<file path="config.mk">
export PLATFORM = sky130hd
export DESIGN_NAME = wsw_watchdog
export DESIGN_NICKNAME = d
export VERILOG_FILES = /design/src/wsw_pkg.sv /design/src/wsw_watchdog.sv
export SDC_FILE = /design/constraint.sdc
export NUM_CORES = 1
export LEC_CHECK = 0
export BUFFER_PORTS_ARGS = -buffer_cell sky130_fd_sc_hd__buf_2
export CORE_MARGIN = 2
export CORE_UTILIZATION = 39
export DETAILED_ROUTE_END_ITERATION = 16
export GPL_TIMING_DRIVEN = 0
export HOLD_SLACK_MARGIN = 0.15
export SETUP_SLACK_MARGIN = 0.4
export SLEW_MARGIN = 20
export SYNTH_ARGS = -nofsm -noshare
export SYNTH_HDL_FRONTEND = slang
export SYNTH_SLANG_ARGS = --single-unit
</file>
<file path="constraint.sdc">
create_clock -name clk_i -period 2.71 [get_ports clk_i]
set_clock_uncertainty 0.2 [all_clocks]
set_input_delay 0.1355 -clock clk_i [delete_from_list [all_inputs] [get_ports clk_i]]
set_output_delay 0.1355 -clock clk_i [all_outputs]
set_load 0.05 [all_outputs]
</file>
<file path="src/wsw_pkg.sv">
// package for the watchdog and sleep/wake control block
package wsw_pkg;
    // wishbone word offsets (byte addresses)
    localparam logic [3:0] ADDR_IRQ_CTRL = 4'h0;
    localparam logic [3:0] ADDR_PIN_CHG = 4'h4;
    localparam logic [3:0] ADDR_PERI_FLAG = 4'h8;
    localparam logic [3:0] ADDR_PERI_EN = 4'hc;
    localparam logic [3:0] ADDR_WDT_CTRL = 4'h0;
    localparam logic [5:0] OFS_IRQ_CTRL = 6'h00;
    localparam logic [5:0] OFS_PIN_CHG = 6'h04;
    localparam logic [5:0] OFS_PERI_FLAG = 6'h08;
    localparam logic [5:0] OFS_PERI_EN = 6'h0c;
    localparam logic [5:0] OFS_WDT_CTRL = 6'h10;
    localparam logic [5:0] OFS_PRESCALE = 6'h14;
    localparam logic [5:0] OFS_FUSE = 6'h18;
    localparam logic [5:0] OFS_STATUS = 6'h1c;
    // reset values
    localparam logic [7:0] RST_IRQ_CTRL = 8'h00;
    localparam logic [5:0] RST_PIN_CHG = 6'h00;
    localparam logic [7:0] RST_PERI_FLAG = 8'h00;
    localparam logic [7:0] RST_PERI_EN = 8'h00;
    localparam logic [4:0] RST_WDT_CTRL = 5'h08;
    localparam logic [7:0] RST_PRESCALE = 8'hff;
    // field positions
    localparam int IC_GLOBAL = 7;
    localparam int IC_PERI_GATE = 6;
    localparam int WC_SOFT_EN = 0;
    localparam int WC_PS_LSB = 1;
    localparam int PR_ASSIGN = 3;
    localparam int FU_WDT_EN = 3;
    localparam int FU_OSC_LSB = 0;
    // period select: code 0 is 1:32, doubling up to code 11
    localparam logic [3:0] PS_MAX_CODE = 4'hb;
    localparam int PS_BASE_LOG2 = 5;
    // oscillator modes in the fuse word
    localparam logic [2:0] OSC_LP = 3'h0;
    localparam logic [2:0] OSC_XT = 3'h1;
    localparam logic [2:0] OSC_HS = 3'h2;
    // timing
    localparam int LFOSC_HZ = 31000;
    localparam int SYS_HZ = 250000000;
    localparam int LF_DIV = SYS_HZ / LFOSC_HZ;
    localparam int OST_PERIODS = 1024;
    // prescaler sizes
    localparam int WDT_PRE_BITS = 16;
    localparam int TMR_PRE_BITS = 8;

    typedef enum logic [1:0] {
        WSW_AWAKE,
        WSW_ASLEEP,
        WSW_OST
    } wsw_state_t;

    // core events that reach this block
    typedef struct packed {
        logic sleep_exec;
        logic clear_watchdog_instr_exec;
        logic osc_fail;
    } wsw_core_ev_t;

    // wake-capable interrupt sources
    typedef struct packed {
        logic ext_pin;
        logic pin_change;
        logic timer0;
        logic [7:0] peri;
    } wsw_irq_src_t;
endpackage : wsw_pkg

</file>
<file path="src/wsw_watchdog.sv">
// watchdog timer with sleep entry and wake-up control
// Behaviour
// watchdog counts on the 31 kHz low-frequency oscillator tick, not the system clock
// dedicated 16-bit prescaler, plus optional shared 8-bit timer prescaler
// periods span roughly 1 ms to 268 s over combined prescaler settings
// control register resets to 0 1000: 17 ms base, soft enable off
// watchdog held in reset during oscillator start-up timer, resumes if enabled
// fuse set: watchdog always runs, soft enable ignored
// fuse clear: soft enable bit 0 turns watchdog on or off
// period select bits 4-1: 1:32 doubling to 1:65536, codes 12-15 reserved
// cleared when disabled, on clear instruction, oscillator fail, non-crystal sleep exit
// crystal-mode sleep exit keeps watchdog cleared until start-up timer ends
// sleep clears watchdog, clears power-down flag, sets timeout flag, freezes pins
// watchdog reset is internal and never drives master clear low
// master clear in sleep resets; watchdog or interrupt wake resumes execution
// power-down flag set at power-up, cleared on sleep; timeout cleared by watchdog wake
// only asynchronous wake sources can wake the device during sleep
// any enabled interrupt wakes; global enable picks in-line or vector 0004h
// sleep prefetches the next instruction for use on wake
// pending enabled interrupt before sleep turns sleep into no-operation
// interrupt during sleep: sleep completes, then immediate wake with all effects
// watchdog cleared on every wake from sleep
// crystal modes wait 1024 oscillator periods on wake, other modes none
// software should clear watchdog just before sleep
// terminal count resets device when awake, wakes it when asleep
//
// Chosen here: the address map and the Wishbone interface to the registers.
module wsw_watchdog
    import wsw_pkg::*;
#(
    parameter int LF_DIVIDE = LF_DIV,
    parameter int OST_COUNT = OST_PERIODS
) (
    // clock and reset
    input wire logic clk_i,
    input wire logic rst_i,
    // wishbone slave
    input wire logic wb_cyc_i,
    input wire logic wb_stb_i,
    input wire logic wb_we_i,
    input wire logic [5:0] wb_adr_i,
    input wire logic [3:0] wb_sel_i,
    input wire logic [31:0] wb_dat_i,
    output logic [31:0] wb_dat_o,
    output logic wb_ack_o,
    // configuration fuse word
    input wire logic [7:0] fuse_word_i,
    // power-on indication and master clear
    input wire logic power_on_i,
    input wire logic master_clear_i,
    // core events and interrupt sources
    input wire wsw_pkg::wsw_core_ev_t core_ev_i,
    input wire wsw_pkg::wsw_irq_src_t irq_src_i,
    input wire logic osc_period_i,
    // outputs to core
    output logic device_reset_o,
    output logic asleep_o,
    output logic osc_driver_off_o,
    output logic io_hold_o,
    output logic wake_o,
    output logic wake_vector_o,
    output logic prefetch_o,
    output logic sleep_nop_o
);
    import wsw_pkg::*;

    ////////////////////////////////////////////////////////////////////////
    // registers
    logic [7:0] irq_ctrl_q;
    logic [5:0] pin_chg_q;
    logic [7:0] peri_flag_q;
    logic [7:0] peri_en_q;
    logic [4:0] wdt_ctrl_q;
    logic [7:0] prescale_q;
    logic timeout_flag_q;
    logic powerdown_flag_q;
    wsw_state_t state_q;
    logic [15:0] ost_cnt_q;
    logic [15:0] lf_div_q;
    logic lf_tick;
    logic [WDT_PRE_BITS-1:0] wdt_pre_q;
    logic [TMR_PRE_BITS-1:0] tmr_pre_q;
    logic wdt_cnt_q;
    logic wdt_clear;
    logic wdt_enabled;
    logic wdt_expire;
    logic crystal_mode;
    logic pending;
    logic wake_any;
    logic wb_req;
    logic wb_wr;

    // one-hot select of the prescaler tap for a period code
    // reserved codes match no tap, so they never expire
    function automatic logic tap_hit(input logic [WDT_PRE_BITS-1:0] cnt, input logic [3:0] code);
        logic [WDT_PRE_BITS:0] mask;
        logic hit;
        hit = 1'b0;
        mask = '0;
        for (int i = 0; i <= int'(PS_MAX_CODE); i++) begin
            if (code == 4'(i)) begin
                // one extra bit so the widest tap still yields an all-ones mask
                mask = ({{WDT_PRE_BITS{1'b0}}, 1'b1} << (PS_BASE_LOG2 + i)) - 1'b1;
                hit = &(cnt | ~mask[WDT_PRE_BITS-1:0]);
            end
        end
        return hit;
    endfunction

    assign wb_req = wb_cyc_i && wb_stb_i && !wb_ack_o;
    assign wb_wr = wb_req && wb_we_i && wb_sel_i[0];

    ////////////////////////////////////////////////////////////////////////
    // enables and status
    assign wdt_enabled = fuse_word_i[FU_WDT_EN] || wdt_ctrl_q[WC_SOFT_EN]; // see R06
    assign crystal_mode = (fuse_word_i[FU_OSC_LSB +: 3] == OSC_LP) || (fuse_word_i[FU_OSC_LSB +: 3] == OSC_XT)
        || (fuse_word_i[FU_OSC_LSB +: 3] == OSC_HS);
    // enabled flag present; wake ignores the global enable
    // a latched flag counts, and so does one raised in this very cycle
    assign pending = (irq_ctrl_q[5] && (irq_ctrl_q[2] || irq_src_i.timer0))
        || (irq_ctrl_q[4] && (irq_ctrl_q[1] || irq_src_i.ext_pin))
        || (irq_ctrl_q[3] && (irq_ctrl_q[0] || irq_src_i.pin_change))
        || (irq_ctrl_q[IC_PERI_GATE] && |((peri_flag_q | irq_src_i.peri) & peri_en_q)); // see R16
    assign wake_any = (state_q == WSW_ASLEEP) && (pending || wdt_expire); // see R15

    ////////////////////////////////////////////////////////////////////////
    // low-frequency tick from the system clock
    always_ff @(posedge clk_i) begin
        if (rst_i || lf_tick) begin
            lf_div_q <= 16'h0000;
        end else begin
            lf_div_q <= lf_div_q + 16'h0001;
        end
    end
    assign lf_tick = (lf_div_q == 16'(LF_DIVIDE - 1));

    ////////////////////////////////////////////////////////////////////////
    // prescalers and counter
    // watchdog is clear whenever a clear cause or the start-up timer is active
    assign wdt_clear = !wdt_enabled || core_ev_i.clear_watchdog_instr_exec || core_ev_i.osc_fail
        || (state_q == WSW_OST) // see R05
        || (state_q == WSW_AWAKE && core_ev_i.sleep_exec && !pending) // see R11
        || wake_any;
    always_ff @(posedge clk_i) begin
        if (rst_i || wdt_clear) begin
            wdt_pre_q <= '0;
        end else if (lf_tick) begin
            wdt_pre_q <= wdt_pre_q + 1'b1;
        end
    end
    // shared timer prescaler stretches the period when assigned to the watchdog
    always_ff @(posedge clk_i) begin
        if (rst_i || wdt_clear) begin
            tmr_pre_q <= '0;
        end else if (lf_tick && tap_hit(wdt_pre_q, wdt_ctrl_q[WC_PS_LSB +: 4]) && prescale_q[PR_ASSIGN]) begin
            tmr_pre_q <= tmr_pre_q + 1'b1; // see R02
        end
    end
    always_ff @(posedge clk_i) begin
        if (rst_i || wdt_clear) begin
            wdt_cnt_q <= 1'b0;
        end else begin
            wdt_cnt_q <= lf_tick && tap_hit(wdt_pre_q, wdt_ctrl_q[WC_PS_LSB +: 4])
                && (!prescale_q[PR_ASSIGN] || &(tmr_pre_q | ~((8'h01 << prescale_q[2:0]) - 8'h01)));
        end
    end
    assign wdt_expire = wdt_cnt_q && wdt_enabled;

    ////////////////////////////////////////////////////////////////////////
    // sleep state machine
    always_ff @(posedge clk_i) begin
        if (rst_i || master_clear_i) begin
            state_q <= WSW_AWAKE;
        end else begin
            unique case (state_q)
                WSW_AWAKE: begin
                    if (core_ev_i.sleep_exec && !pending) begin
                        state_q <= WSW_ASLEEP;
                    end
                end
                WSW_ASLEEP: begin
                    if (wake_any) begin
                        state_q <= crystal_mode ? WSW_OST : WSW_AWAKE;
                    end
                end
                WSW_OST: begin
                    if (ost_cnt_q == 16'(OST_COUNT - 1) && osc_period_i) begin
                        state_q <= WSW_AWAKE;
                    end
                end
                default: state_q <= WSW_AWAKE;
            endcase
        end
    end
    always_ff @(posedge clk_i) begin
        if (rst_i || state_q != WSW_OST) begin
            ost_cnt_q <= 16'h0000;
        end else if (osc_period_i) begin
            ost_cnt_q <= ost_cnt_q + 16'h0001;
        end
    end

    ////////////////////////////////////////////////////////////////////////
    // status flags
    always_ff @(posedge clk_i) begin
        if (rst_i) begin
            powerdown_flag_q <= 1'b1;
            timeout_flag_q <= 1'b1;
        end else if (power_on_i) begin
            powerdown_flag_q <= 1'b1;
            timeout_flag_q <= 1'b1;
        end else if (state_q == WSW_AWAKE && core_ev_i.sleep_exec && !pending) begin
            powerdown_flag_q <= 1'b0; // see R11
            timeout_flag_q <= 1'b1;
        end else if (wdt_expire) begin
            timeout_flag_q <= 1'b0;
        end else if (core_ev_i.clear_watchdog_instr_exec) begin
            powerdown_flag_q <= 1'b1;
            timeout_flag_q <= 1'b1;
        end
    end

    ////////////////////////////////////////////////////////////////////////
    // core outputs
    always_ff @(posedge clk_i) begin
        if (rst_i) begin
            device_reset_o <= 1'b0;
            wake_o <= 1'b0;
            wake_vector_o <= 1'b0;
            prefetch_o <= 1'b0;
            sleep_nop_o <= 1'b0;
        end else begin
            device_reset_o <= wdt_expire && state_q == WSW_AWAKE; // see R12
            wake_o <= wake_any;
            wake_vector_o <= wake_any && pending && irq_ctrl_q[IC_GLOBAL];
            prefetch_o <= core_ev_i.sleep_exec;
            sleep_nop_o <= core_ev_i.sleep_exec && pending && state_q == WSW_AWAKE;
        end
    end
    // start-up wait is not sleep: the core is woken, only the pins stay held
    assign asleep_o = (state_q == WSW_ASLEEP);
    assign osc_driver_off_o = (state_q == WSW_ASLEEP);
    assign io_hold_o = (state_q != WSW_AWAKE);

    ////////////////////////////////////////////////////////////////////////
    // software registers
    always_ff @(posedge clk_i) begin
        if (rst_i) begin
            wdt_ctrl_q <= RST_WDT_CTRL;
            prescale_q <= RST_PRESCALE;
            pin_chg_q <= RST_PIN_CHG;
            peri_en_q <= RST_PERI_EN;
        end else if (wb_wr) begin
            if (wb_adr_i == OFS_WDT_CTRL) begin
                wdt_ctrl_q <= wb_dat_i[4:0];
            end
            if (wb_adr_i == OFS_PRESCALE) begin
                prescale_q <= wb_dat_i[7:0];
            end
            if (wb_adr_i == OFS_PIN_CHG) begin
                pin_chg_q <= wb_dat_i[5:0];
            end
            if (wb_adr_i == OFS_PERI_EN) begin
                peri_en_q <= wb_dat_i[7:0];
            end
        end
    end
    // hardware sets win over software clears
    always_ff @(posedge clk_i) begin
        if (rst_i) begin
            irq_ctrl_q <= RST_IRQ_CTRL;
            peri_flag_q <= RST_PERI_FLAG;
        end else begin
            irq_ctrl_q <= ((wb_wr && wb_adr_i == OFS_IRQ_CTRL) ? wb_dat_i[7:0] : irq_ctrl_q)
                | {5'h00, irq_src_i.timer0, irq_src_i.ext_pin, irq_src_i.pin_change};
            peri_flag_q <= ((wb_wr && wb_adr_i == OFS_PERI_FLAG) ? wb_dat_i[7:0] : peri_flag_q) | irq_src_i.peri;
        end
    end

    ////////////////////////////////////////////////////////////////////////
    // wishbone answer, one cycle after the request
    always_ff @(posedge clk_i) begin
        if (rst_i) begin
            wb_ack_o <= 1'b0;
            wb_dat_o <= 32'h0000_0000;
        end else begin
            wb_ack_o <= wb_req;
            unique case (wb_adr_i)
                OFS_IRQ_CTRL: wb_dat_o <= {24'h000000, irq_ctrl_q};
                OFS_PIN_CHG: wb_dat_o <= {26'h0, pin_chg_q};
                OFS_PERI_FLAG: wb_dat_o <= {24'h000000, peri_flag_q};
                OFS_PERI_EN: wb_dat_o <= {24'h000000, peri_en_q};
                OFS_WDT_CTRL: wb_dat_o <= {27'h0, wdt_ctrl_q};
                OFS_PRESCALE: wb_dat_o <= {24'h000000, prescale_q};
                OFS_FUSE: wb_dat_o <= {24'h000000, fuse_word_i};
                OFS_STATUS: wb_dat_o <= {28'h0000000, asleep_o, wdt_enabled, timeout_flag_q, powerdown_flag_q};
                default: wb_dat_o <= 32'h0000_0000;
            endcase
        end
    end
endmodule // wsw_watchdog

</file>
==> impl_metrics.toml, run 1 <==
[run_status]
status = "complete, no violations"

[critical_path]
critPathKind = "reg -> reg"
arrival_ps = 2810
required_ps = 2860
cp-end-kind = "flip-flop"
regToRegSetupSlack_ps = 50
crit_fanout = 4
cp-start-kind = "flip-flop"

[power]
power_density_nw_per_um2 = 596.8
p_leak_nw = 2.994
vdd_drop_max_v = 0.0004483

[timing]
timing.slew.headroom = 0.4621
fin_setup_tns_ps = 0
finalMaxSlewViolations = 0
setup_viol = 0
worst_pin_slew_ps = 802.4
hold_viol = 0
min_period_over_period = 0.9815
rsz0062_at_grt = "yes"
worst_slack_ps = 50.24
fin_crit_ps = 2660
fmax_ghz = 0.3760

[synth]
synth_compound_area_frac = 0.1231
avgSynthCellArea_um2 = 8.518
synth.most_common_cell = "dfxtp_1"
synth_top_area_frac = 0.4154
synth_top_cell_by_area = "dfxtp_1"
yosys_warnings = 0
synthesis.instances = 662
synth_commonest_cells = "117 x dfxtp_1, 110 x nor2_1, 58 x nand2_1, 35 x mux2i_1, 29 x xor2_1"
synth_edf_count = 0
yosys-mux-area-fraction = 0.06412
ys_seq_elements = 117
syn_area_um2 = 5639
yosysSeqAreaShare = 0.4154
synth_top_family_by_area = "simple AND/OR/NAND/NOR gates"
synth_cell_type_count = 59
synth_xor_area_frac = 0.06679
synthTopCellsByArea = "dfxtp_1 42%, nor2_1 7.3%, mux2i_1 6.2%"
synth-simple-area-share = 0.2521
synth-main-ff-cell = "dfxtp_1"
async_flop_share = 0
yosys.area_share.adder = 0.01553

[clock_network]
cts_sinks = 117
cts_tree = "done"
root_buffer = "clkbuf_16"
path_clk_slew_ps = 50
insertion_delay_ps = 420
htree_num_levels = 4
clockBufferDepth = 2
numCtsBuffers = 17

[drt]
ant_nets = 0
vias_per_cell = 5.202
vias = 5316
drc = 0
firstDrtPassIters = 5
top_layer = "met4"
wl_per_cell_um = 15.19
routed-wl-met2_mm = 7.162
wl_met3_mm = 1.034
wl_met1_mm = 6.954
drtIter0Drc = 506
drt_wl_total_mm = 15.52

[floorplan]
die-area_um2 = 15440
die_w_um = 124.2
dieHeight_um = 124.2
io_pins = 113
rows = 43
initial_core_util = 0.4031
coreArea_um2 = 13990

[global_route]
grt_max_degree = 17
grt_pass1_vias = 5129
grt_use_total = 0.2018
grt_pass1_wl_mm = 25.16
gr-total-overflow = 0
grt_antenna_before_repair = 0

[flow_run]
drv_cap = 0

[placed_design]
portBuffers = 59
place_ws_ps = -481.3
dpl.hpwl_mm = 10.58
gp_congestion = 0.8973

[cells_and_area]
n_antenna_cell = 0
drive_above_1_share = 0.2007
utilization = 0.5473
layout.nets = 908
synthToLayoutAreaGrowth_pct = 35.77

[min_path]
hp-class = "in -> reg"
state kept, by name (all words and copies together) (netlist names), 8 cells and up:
register,cells
wdt_pre_q,16
lf_div_q,16
prescale_q,8
wb_dat_o,8
peri_en_q,8
irq_ctrl_q,8
ost_cnt_q,16
peri_flag_q,8
power breakdown:
part           internal, mW  switching, mW
sequential             1.74         0.0160
combinational         0.133          0.212
clock                  1.70          0.770
final timing paths:
kind | startpoint | end | depth (start not counted)
worst max-delay path | wdt_pre_q[1]$_SDFFE_PP0P_ | tmr_pre_q[3]$_SDFFE_PP0P_ | 10
worst min-delay path | wb_we_i | prescale_q[0]$_SDFFE_PP1P_ | 5
worst max register to register | wdt_pre_q[1]$_SDFFE_PP0P_ | tmr_pre_q[3]$_SDFFE_PP0P_ | 10
worst min register to register | wb_ack_o$_SDFF_PP0_ | wb_ack_o$_SDFF_PP0_ | 1
kinds of logic after synthesis:
logic type / Yosys count
simple gates: 289
flops: 117
compound gates: 104
buf+inv: 65
xor+xnor: 43
mux: 36
fa+ha+maj: 7
other cells: 1
cell type report:
class,instances,area [um^2]
flip-flops and latches,117,2350
repair buffers,125,918.4
clock inverters,9,172.7
fillers,1289,6332
clock buffers,23,478.0
inverters,12,45.04
plain buffers,53,317.8
well taps,180,225.2
multi-input cells,503,3149
through the flow:
stage               instances  hold slack (ps)  instance area, um^2  total power, mW
floorplan                 685            50.58                 5741            1.986
global placement          924            165.9                 6261            2.070
detailed placement        924            179.8                 6261            2.073
CTS                      1017            163.4                 7552            4.589
global route             1022            215.6                 7656            4.719
finish                   1022            174.8                 7656            4.569
cells in the final DEF (no fill, tap or decap), types with 18 or more instances in the layout:
| master | synthesis | routed |
|---|---|---|
| nand3_1 | 20 | 18 |
| a21oi_1 | 25 | 25 |
| dlygate4sd3_1 | 0 | 51 |
| o21ai_0 | 24 | 24 |
| nand2_1 | 58 | 58 |
| buf_4 | 25 | 40 |
| xor2_1 | 29 | 29 |
| nor2b_1 | 22 | 21 |
| nor2_1 | 110 | 107 |
| mux2i_1 | 35 | 35 |
| dfxtp_1 | 117 | 115 |
| conb_1 | 1 | 24 |
| buf_2 | 5 | 66 |
routing by layer:
metal  track usage  vias up
li1              -     2608
met1        0.2617     2480
met2        0.3153      195
met3       0.05379       33
met4       0.08923        0
met5             0        -
worst max-delay path, stage by stage (launching register included):
cell	delay, ps
dfxtp_4	350
ha_4	140
nand4_1	120
buf_4	180
o31ai_4	230
nand4_1	160
buf_4	180
o32ai_4	330
o21ai_4	110
or4b_1	470
a21oi_1	120
repair_timing:
action,CTS,global route
pin swaps,5,6
buffers inserted,10,5
hold buffers,51,0
hold endpoints to repair,74,0
endpoints found under the setup margin,42,60
resized for setup,15,21
(Power assumes the default switching activity.)
==> run 2: changes to the inputs <==
--- a/config.mk
+++ b/config.mk
@@ -8,6 +8,7 @@
 export BUFFER_PORTS_ARGS = -buffer_cell sky130_fd_sc_hd__buf_2
 export CORE_MARGIN = 2
 export CORE_UTILIZATION = 39
+export CTS_BUF_LIST = sky130_fd_sc_hd__clkbuf_16
 export DETAILED_ROUTE_END_ITERATION = 16
 export GPL_TIMING_DRIVEN = 0
 export HOLD_SLACK_MARGIN = 0.15
==> run 2 against run 1 <==
First-iteration DRC count grew 8.7%. Clock power shrank 4%. Fmax grew 0.79%. Register-to-register slack gained 20 ps. Wire length grew 0.14%. Critical path type unchanged. Critical endpoint unchanged. Largest power group unchanged.
==> impl_metrics.toml, run 2 (synthesis gave the netlist of run 1 again) <==
[critical_path]
timing.rr.start = "wdt_pre_q[1]$_SDFFE_PP0P_"
r2r-end = "tmr_pre_q[3]$_SDFFE_PP0P_"
cp_slowest_cell = "or4b_1"
crit_path_start = "wdt_pre_q[1]$_SDFFE_PP0P_"
cp-start-kind = "flip-flop"
crit_fanout = 4
ff2ff_path_depth = 10
cp-end-kind = "flip-flop"
critPathKind = "reg -> reg"
arrival_ps = 2790
required_ps = 2860
regToRegSetupSlack_ps = 70
slowest_delay_ps = 470
cp-endpoint = "tmr_pre_q[3]$_SDFFE_PP0P_"
crit_path_cell_trace = "ha_4 > nand4_1 > buf_4 > o31ai_4 > nand4_1 > buf_4 > o32ai_4 > o21ai_4 > or4b_1 > a21oi_1"

[drt]
firstDrtPassIters = 5
vias = 5340
drt_wl_total_mm = 15.55
wl_per_cell_um = 15.23
drtIter0Drc = 550
drc = 0
ant_nets = 0
vias_per_cell = 5.230

[timing]
hold_viol = 0
fmax_ghz = 0.3790
fin_setup_tns_ps = 0
rsz0062_at_grt = "yes"
setup_viol = 0
worst_pin_slew_ps = 813.9
min_period_over_period = 0.9738
holdWs_ps = 168.6
timing.slew.headroom = 0.4544
fin_crit_ps = 2639
finalMaxSlewViolations = 0

[floorplan]
io_pins = 113
rows = 43
coreArea_um2 = 13990
die_w_um = 124.2
die-area_um2 = 15440
initial_core_util = 0.4031
dieHeight_um = 124.2

[clock_network]
cts_sinks = 117
clockBufferDepth = 2
root_buffer = "clkbuf_16"
cts_tree = "done"
insertion_delay_ps = 420
numCtsBuffers = 17
htree_num_levels = 4
path_clk_slew_ps = 50

[power]
power_density_nw_per_um2 = 586.7
p_total_mw = 4.472
p_leak_nw = 2.989
vdd_drop_max_v = 0.0004423

[global_route]
grt_use_total = 0.2005
grt_antenna_before_repair = 0
gr-total-overflow = 0
grt_pass1_wl_mm = 25.06
grt_max_degree = 17
grt_pass1_vias = 5105

[cells_and_area]
layout_common_cells = "115 x dfxtp_1, 107 x nor2_1, 65 x buf_2"
design_area_um2 = 7622
synthToLayoutAreaGrowth_pct = 35.17
layout.cells.most_common = "dfxtp_1"
fillers = 1289
reg_top3 = "lf_div_q (16), ost_cnt_q (16), wdt_pre_q (16)"
drive_above_1_share = 0.1974
layout.nets = 907
n_antenna_cell = 0

[run_status]
status = "complete, no violations"

[placed_design]
postPlaceCellArea_um2 = 6261
dpl.hpwl_mm = 10.58
portBuffers = 59
gp_congestion = 0.8973

[flow_run]
drv_cap = 0

[min_path]
hp-class = "in -> reg"
-- run 2: where the power goes --
group | total [mW] | internal [mW] | leakage [nW] | switching, mW
combinational | 0.345 | 0.133 | 1.73 | 0.213
clock | 2.37 | 1.60 | 0.313 | 0.770
sequential | 1.76 | 1.74 | 0.949 | 0.0159
-- run 2: how the worst min path moves through the flow --
stage | start | to | slack (ps) | depth (start not counted)
floorplan | power_on_i | powerdown_flag_q$_SDFFE_PP1P_ | 50 | 2
global placement | irq_src_i[6] | peri_flag_q[6]$_SDFF_PP0_ | 170 | 3
detailed placement | irq_src_i[1] | peri_flag_q[1]$_SDFF_PP0_ | 180 | 3
CTS | rst_i | state_q[1]$_SDFFE_PP0P_ | 150 | 4
global route | wb_we_i | prescale_q[0]$_SDFFE_PP1P_ | 220 | 5
finish | rst_i | state_q[1]$_SDFFE_PP0P_ | 170 | 4
-- run 2: final cells by class --
| cell class | count | area [um^2] | area share |
|---|---|---|---|
| multi-input cells | 503 | 3153 | 0.4137 |
| flip-flops and latches | 117 | 2350 | 0.3083 |
| clock inverters | 15 | 195.2 | 0.02561 |
| clock buffers | 17 | 425.4 | 0.05581 |
| inverters | 12 | 45.04 | 0.005909 |
| repair buffers | 124 | 908.4 | 0.1192 |
| well taps | 180 | 225.2 | 0.02955 |
| plain buffers | 53 | 320.3 | 0.04202 |
-- run 2: worst max-delay path, delay by kind of cell, from the launching register on --
family / cells / cell delay (ps)
buf+inv: 2 / 350
flops: 1 / 350
simple gates: 3 / 740
compound gates: 4 / 790
fa+ha+maj: 1 / 140
-- run 2: timing repair --
action,in CTS,in global routing
gates resized for setup,15,23
pin swaps,5,6
hold buffers,50,0
hold endpoints to repair,74,0
endpoints found under the setup margin,41,60
setup buffers,10,5
-- run 2: stage by stage --
step                      instances    util  setup slack, ps
after floorplan                 685       -            206.6
after global placement          924  0.4476           -503.6
after detailed placement        924  0.4476           -481.3
after CTS                      1016  0.5370            11.93
after global routing           1021  0.5449           -133.7
final                          1021  0.5449            71.13
-- run 2: layer usage --
| layer | track usage | up-vias | wire (um) |
|---|---|---|---|
| met5 | 0 | - | 0 |
| met4 | 0.08262 | 0 | 336 |
| met3 | 0.05293 | 32 | 972 |
| met2 | 0.3112 | 196 | 7126 |
| met1 | 0.2645 | 2495 | 7110 |
| li1 | - | 2617 | - |
==> run 3: changes to the inputs <==
--- a/config.mk
+++ b/config.mk
@@ -6,7 +6,6 @@
 export NUM_CORES = 1
 export LEC_CHECK = 0
 export BUFFER_PORTS_ARGS = -buffer_cell sky130_fd_sc_hd__buf_2
-export CORE_MARGIN = 2
 export CORE_UTILIZATION = 39
 export CTS_BUF_LIST = sky130_fd_sc_hd__clkbuf_16
 export DETAILED_ROUTE_END_ITERATION = 16
==> run 3 against run 2 <==
Worst setup slack improved by 31 ps. Via count about the same. Final area increased by 0.36%. Cell count about the same. Critical path depth increased by 1. Clock power decreased by 4%. Core utilization increased by 0.20 points. Hold slack got worse by 18 ps. Sequential share of layout area decreased by 0.11 points. Largest cell class unchanged.
==> impl_metrics.toml, run 3 (synthesis gave the netlist of run 1 again) <==
[run_status]
status = "complete, no violations"

[floorplan]
dieHeight_um = 122.2
die-area_um2 = 14940
coreArea_um2 = 13990
die_w_um = 122.2
io_pins = 113
rows = 43
initial_core_util = 0.4031

[cells_and_area]
layout.nets = 908
synthToLayoutAreaGrowth_pct = 35.66
finalNonFillerCells = 1022
design_area_um2 = 7650
fillers = 1260
n_antenna_cell = 0
drive_above_1_share = 0.2031
final-seq-area_um2 = 2350
multi_input_area_um2 = 3189
layout_common_cells = "115 x dfxtp_1, 106 x nor2_1, 65 x buf_2"
reg_top3 = "lf_div_q (16), ost_cnt_q (16), wdt_pre_q (16)"
layout.cells.most_common = "dfxtp_1"

[timing]
hold_viol = 0
worst_pin_slew_ps = 715.4
min_period_over_period = 0.9623
setup_viol = 0
timing.slew.headroom = 0.5205
fmax_ghz = 0.3835
worst_slack_ps = 102.2
finalMaxSlewViolations = 0
fin_crit_ps = 2608
rsz0062_at_grt = "yes"
holdWs_ps = 150.7

[critical_path]
slowest_delay_ps = 490
regToRegSetupSlack_ps = 100
arrival_ps = 2760
timing.rr.start = "wdt_pre_q[0]$_SDFFE_PP0P_"
cp-end-kind = "flip-flop"
cp_slowest_cell = "or4b_4"
r2r-end = "tmr_pre_q[3]$_SDFFE_PP0P_"
crit_path_cell_trace = "ha_4 > nand4_1 > nor2_1 > ha_1 > nand2b_1 > a21oi_1 > a2111o_1 > nor4_4 > o21ai_4 > or4b_4 > a21oi_2"
critPathKind = "reg -> reg"
ff2ff_path_depth = 11
cp-start-kind = "flip-flop"
crit_fanout = 4
required_ps = 2860

[min_path]
whs_path_depth = 5
hp-class = "in -> reg"
min_to = "prescale_q[0]$_SDFFE_PP1P_"
min_from = "wb_we_i"

[drt]
vias_per_cell = 5.224
wl_per_cell_um = 15.09
firstDrtPassIters = 5
vias = 5339
drc = 0
ant_nets = 0
drtIter0Drc = 442
drt_wl_total_mm = 15.42

[placed_design]
place_inst = 924
dpl.hpwl_mm = 10.42
gp_congestion = 0.9093
portBuffers = 59
place_ws_ps = -531.8
postPlaceCellArea_um2 = 6261

[global_route]
grt_use_total = 0.2116
grt_max_degree = 17
grt_antenna_before_repair = 0
gr-total-overflow = 0
grt_pass1_vias = 4938
grt_pass1_wl_mm = 24.29

[clock_network]
htree_num_levels = 4
root_buffer = "clkbuf_16"
numCtsBuffers = 17
path_clk_slew_ps = 50
cts_sinks = 117
cts_tree = "done"
insertion_delay_ps = 420
clockBufferDepth = 2

[flow_run]
drv_cap = 0

[power]
vdd_drop_max_v = 0.0004435
p_total_mw = 4.379
p_leak_nw = 2.999
power_density_nw_per_um2 = 572.4
## run 3: cell types whose count changed in the layout (fill, tap and decap cells not counted), sizes merged
cell and delta:
bufinv -1, clkbuf -1, inv +1, buf -1, dlygate4sd3 +3
## run 3: worst max-delay path by stage
stage / startpoint / end / slack [ps]
finish: wdt_pre_q[0]$_SDFFE_PP0P_ / tmr_pre_q[3]$_SDFFE_PP0P_ / 100
global route: wdt_ctrl_q[2]$_SDFFE_PP0P_ / tmr_pre_q[1]$_SDFFE_PP0P_ / -60
CTS: wdt_pre_q[1]$_SDFFE_PP0P_ / tmr_pre_q[3]$_SDFFE_PP0P_ / 10
detailed placement: wb_adr_i[1] / peri_flag_q[6]$_SDFF_PP0_ / -530
global placement: wb_adr_i[1] / peri_flag_q[6]$_SDFF_PP0_ / -470
floorplan: wdt_pre_q[1]$_SDFFE_PP0P_ / tmr_pre_q[3]$_SDFFE_PP0P_ / 210
## run 3: layout make-up
| cell class | count | area share |
|---|---|---|
| multi-input cells | 503 | 0.4169 |
| clock inverters | 15 | 0.02257 |
| inverters | 12 | 0.005888 |
| plain buffers | 53 | 0.04171 |
| repair buffers | 125 | 0.1207 |
| flip-flops and latches | 117 | 0.3072 |
| well taps | 180 | 0.02944 |
| clock buffers | 17 | 0.05561 |
## run 3: power breakdown
| part | switching (mW) | internal [mW] |
|---|---|---|
| combinational | 0.213 | 0.134 |
| clock | 0.767 | 1.51 |
| sequential | 0.0165 | 1.74 |
## run 3: metrics by stage
| step | setup TNS, ps | util |
|---|---|---|
| 6_report | 0 | 0.5469 |
| 5_1_grt | -276.8 | 0.5469 |
| 4_1_cts | 0 | 0.5370 |
| 3_5_place_dp | -3957 | 0.4476 |
| 3_3_place_gp | -3278 | 0.4476 |
| 2_1_floorplan | 0 | - |
## run 3: worst max-delay path: cells and delay by family (launching register included)
kind	cells	cell delay, ps
and+or+nand+nor	5	1080
adders and majority gates	2	280
AOI/OAI and AO/OA	4	610
DFF	1	350
## run 3: what timing repair did
action,in CTS,in global routing
gates cloned,0,0
pin swaps,5,9
setup buffers,8,5
resized for setup,17,28
endpoints found under the setup margin,42,55
hold endpoints to repair,74,0
hold buffers,53,0
## run 3: metal layers
metal	share of wire	GRT usage	up-vias	routed length, um
li1	-	-	2604	-
met5	0	0	-	0
met4	0.024	0.08765	0	363
met2	0.46	0.3294	201	7024
met3	0.062	0.04740	35	960
met1	0.46	0.2815	2499	7074
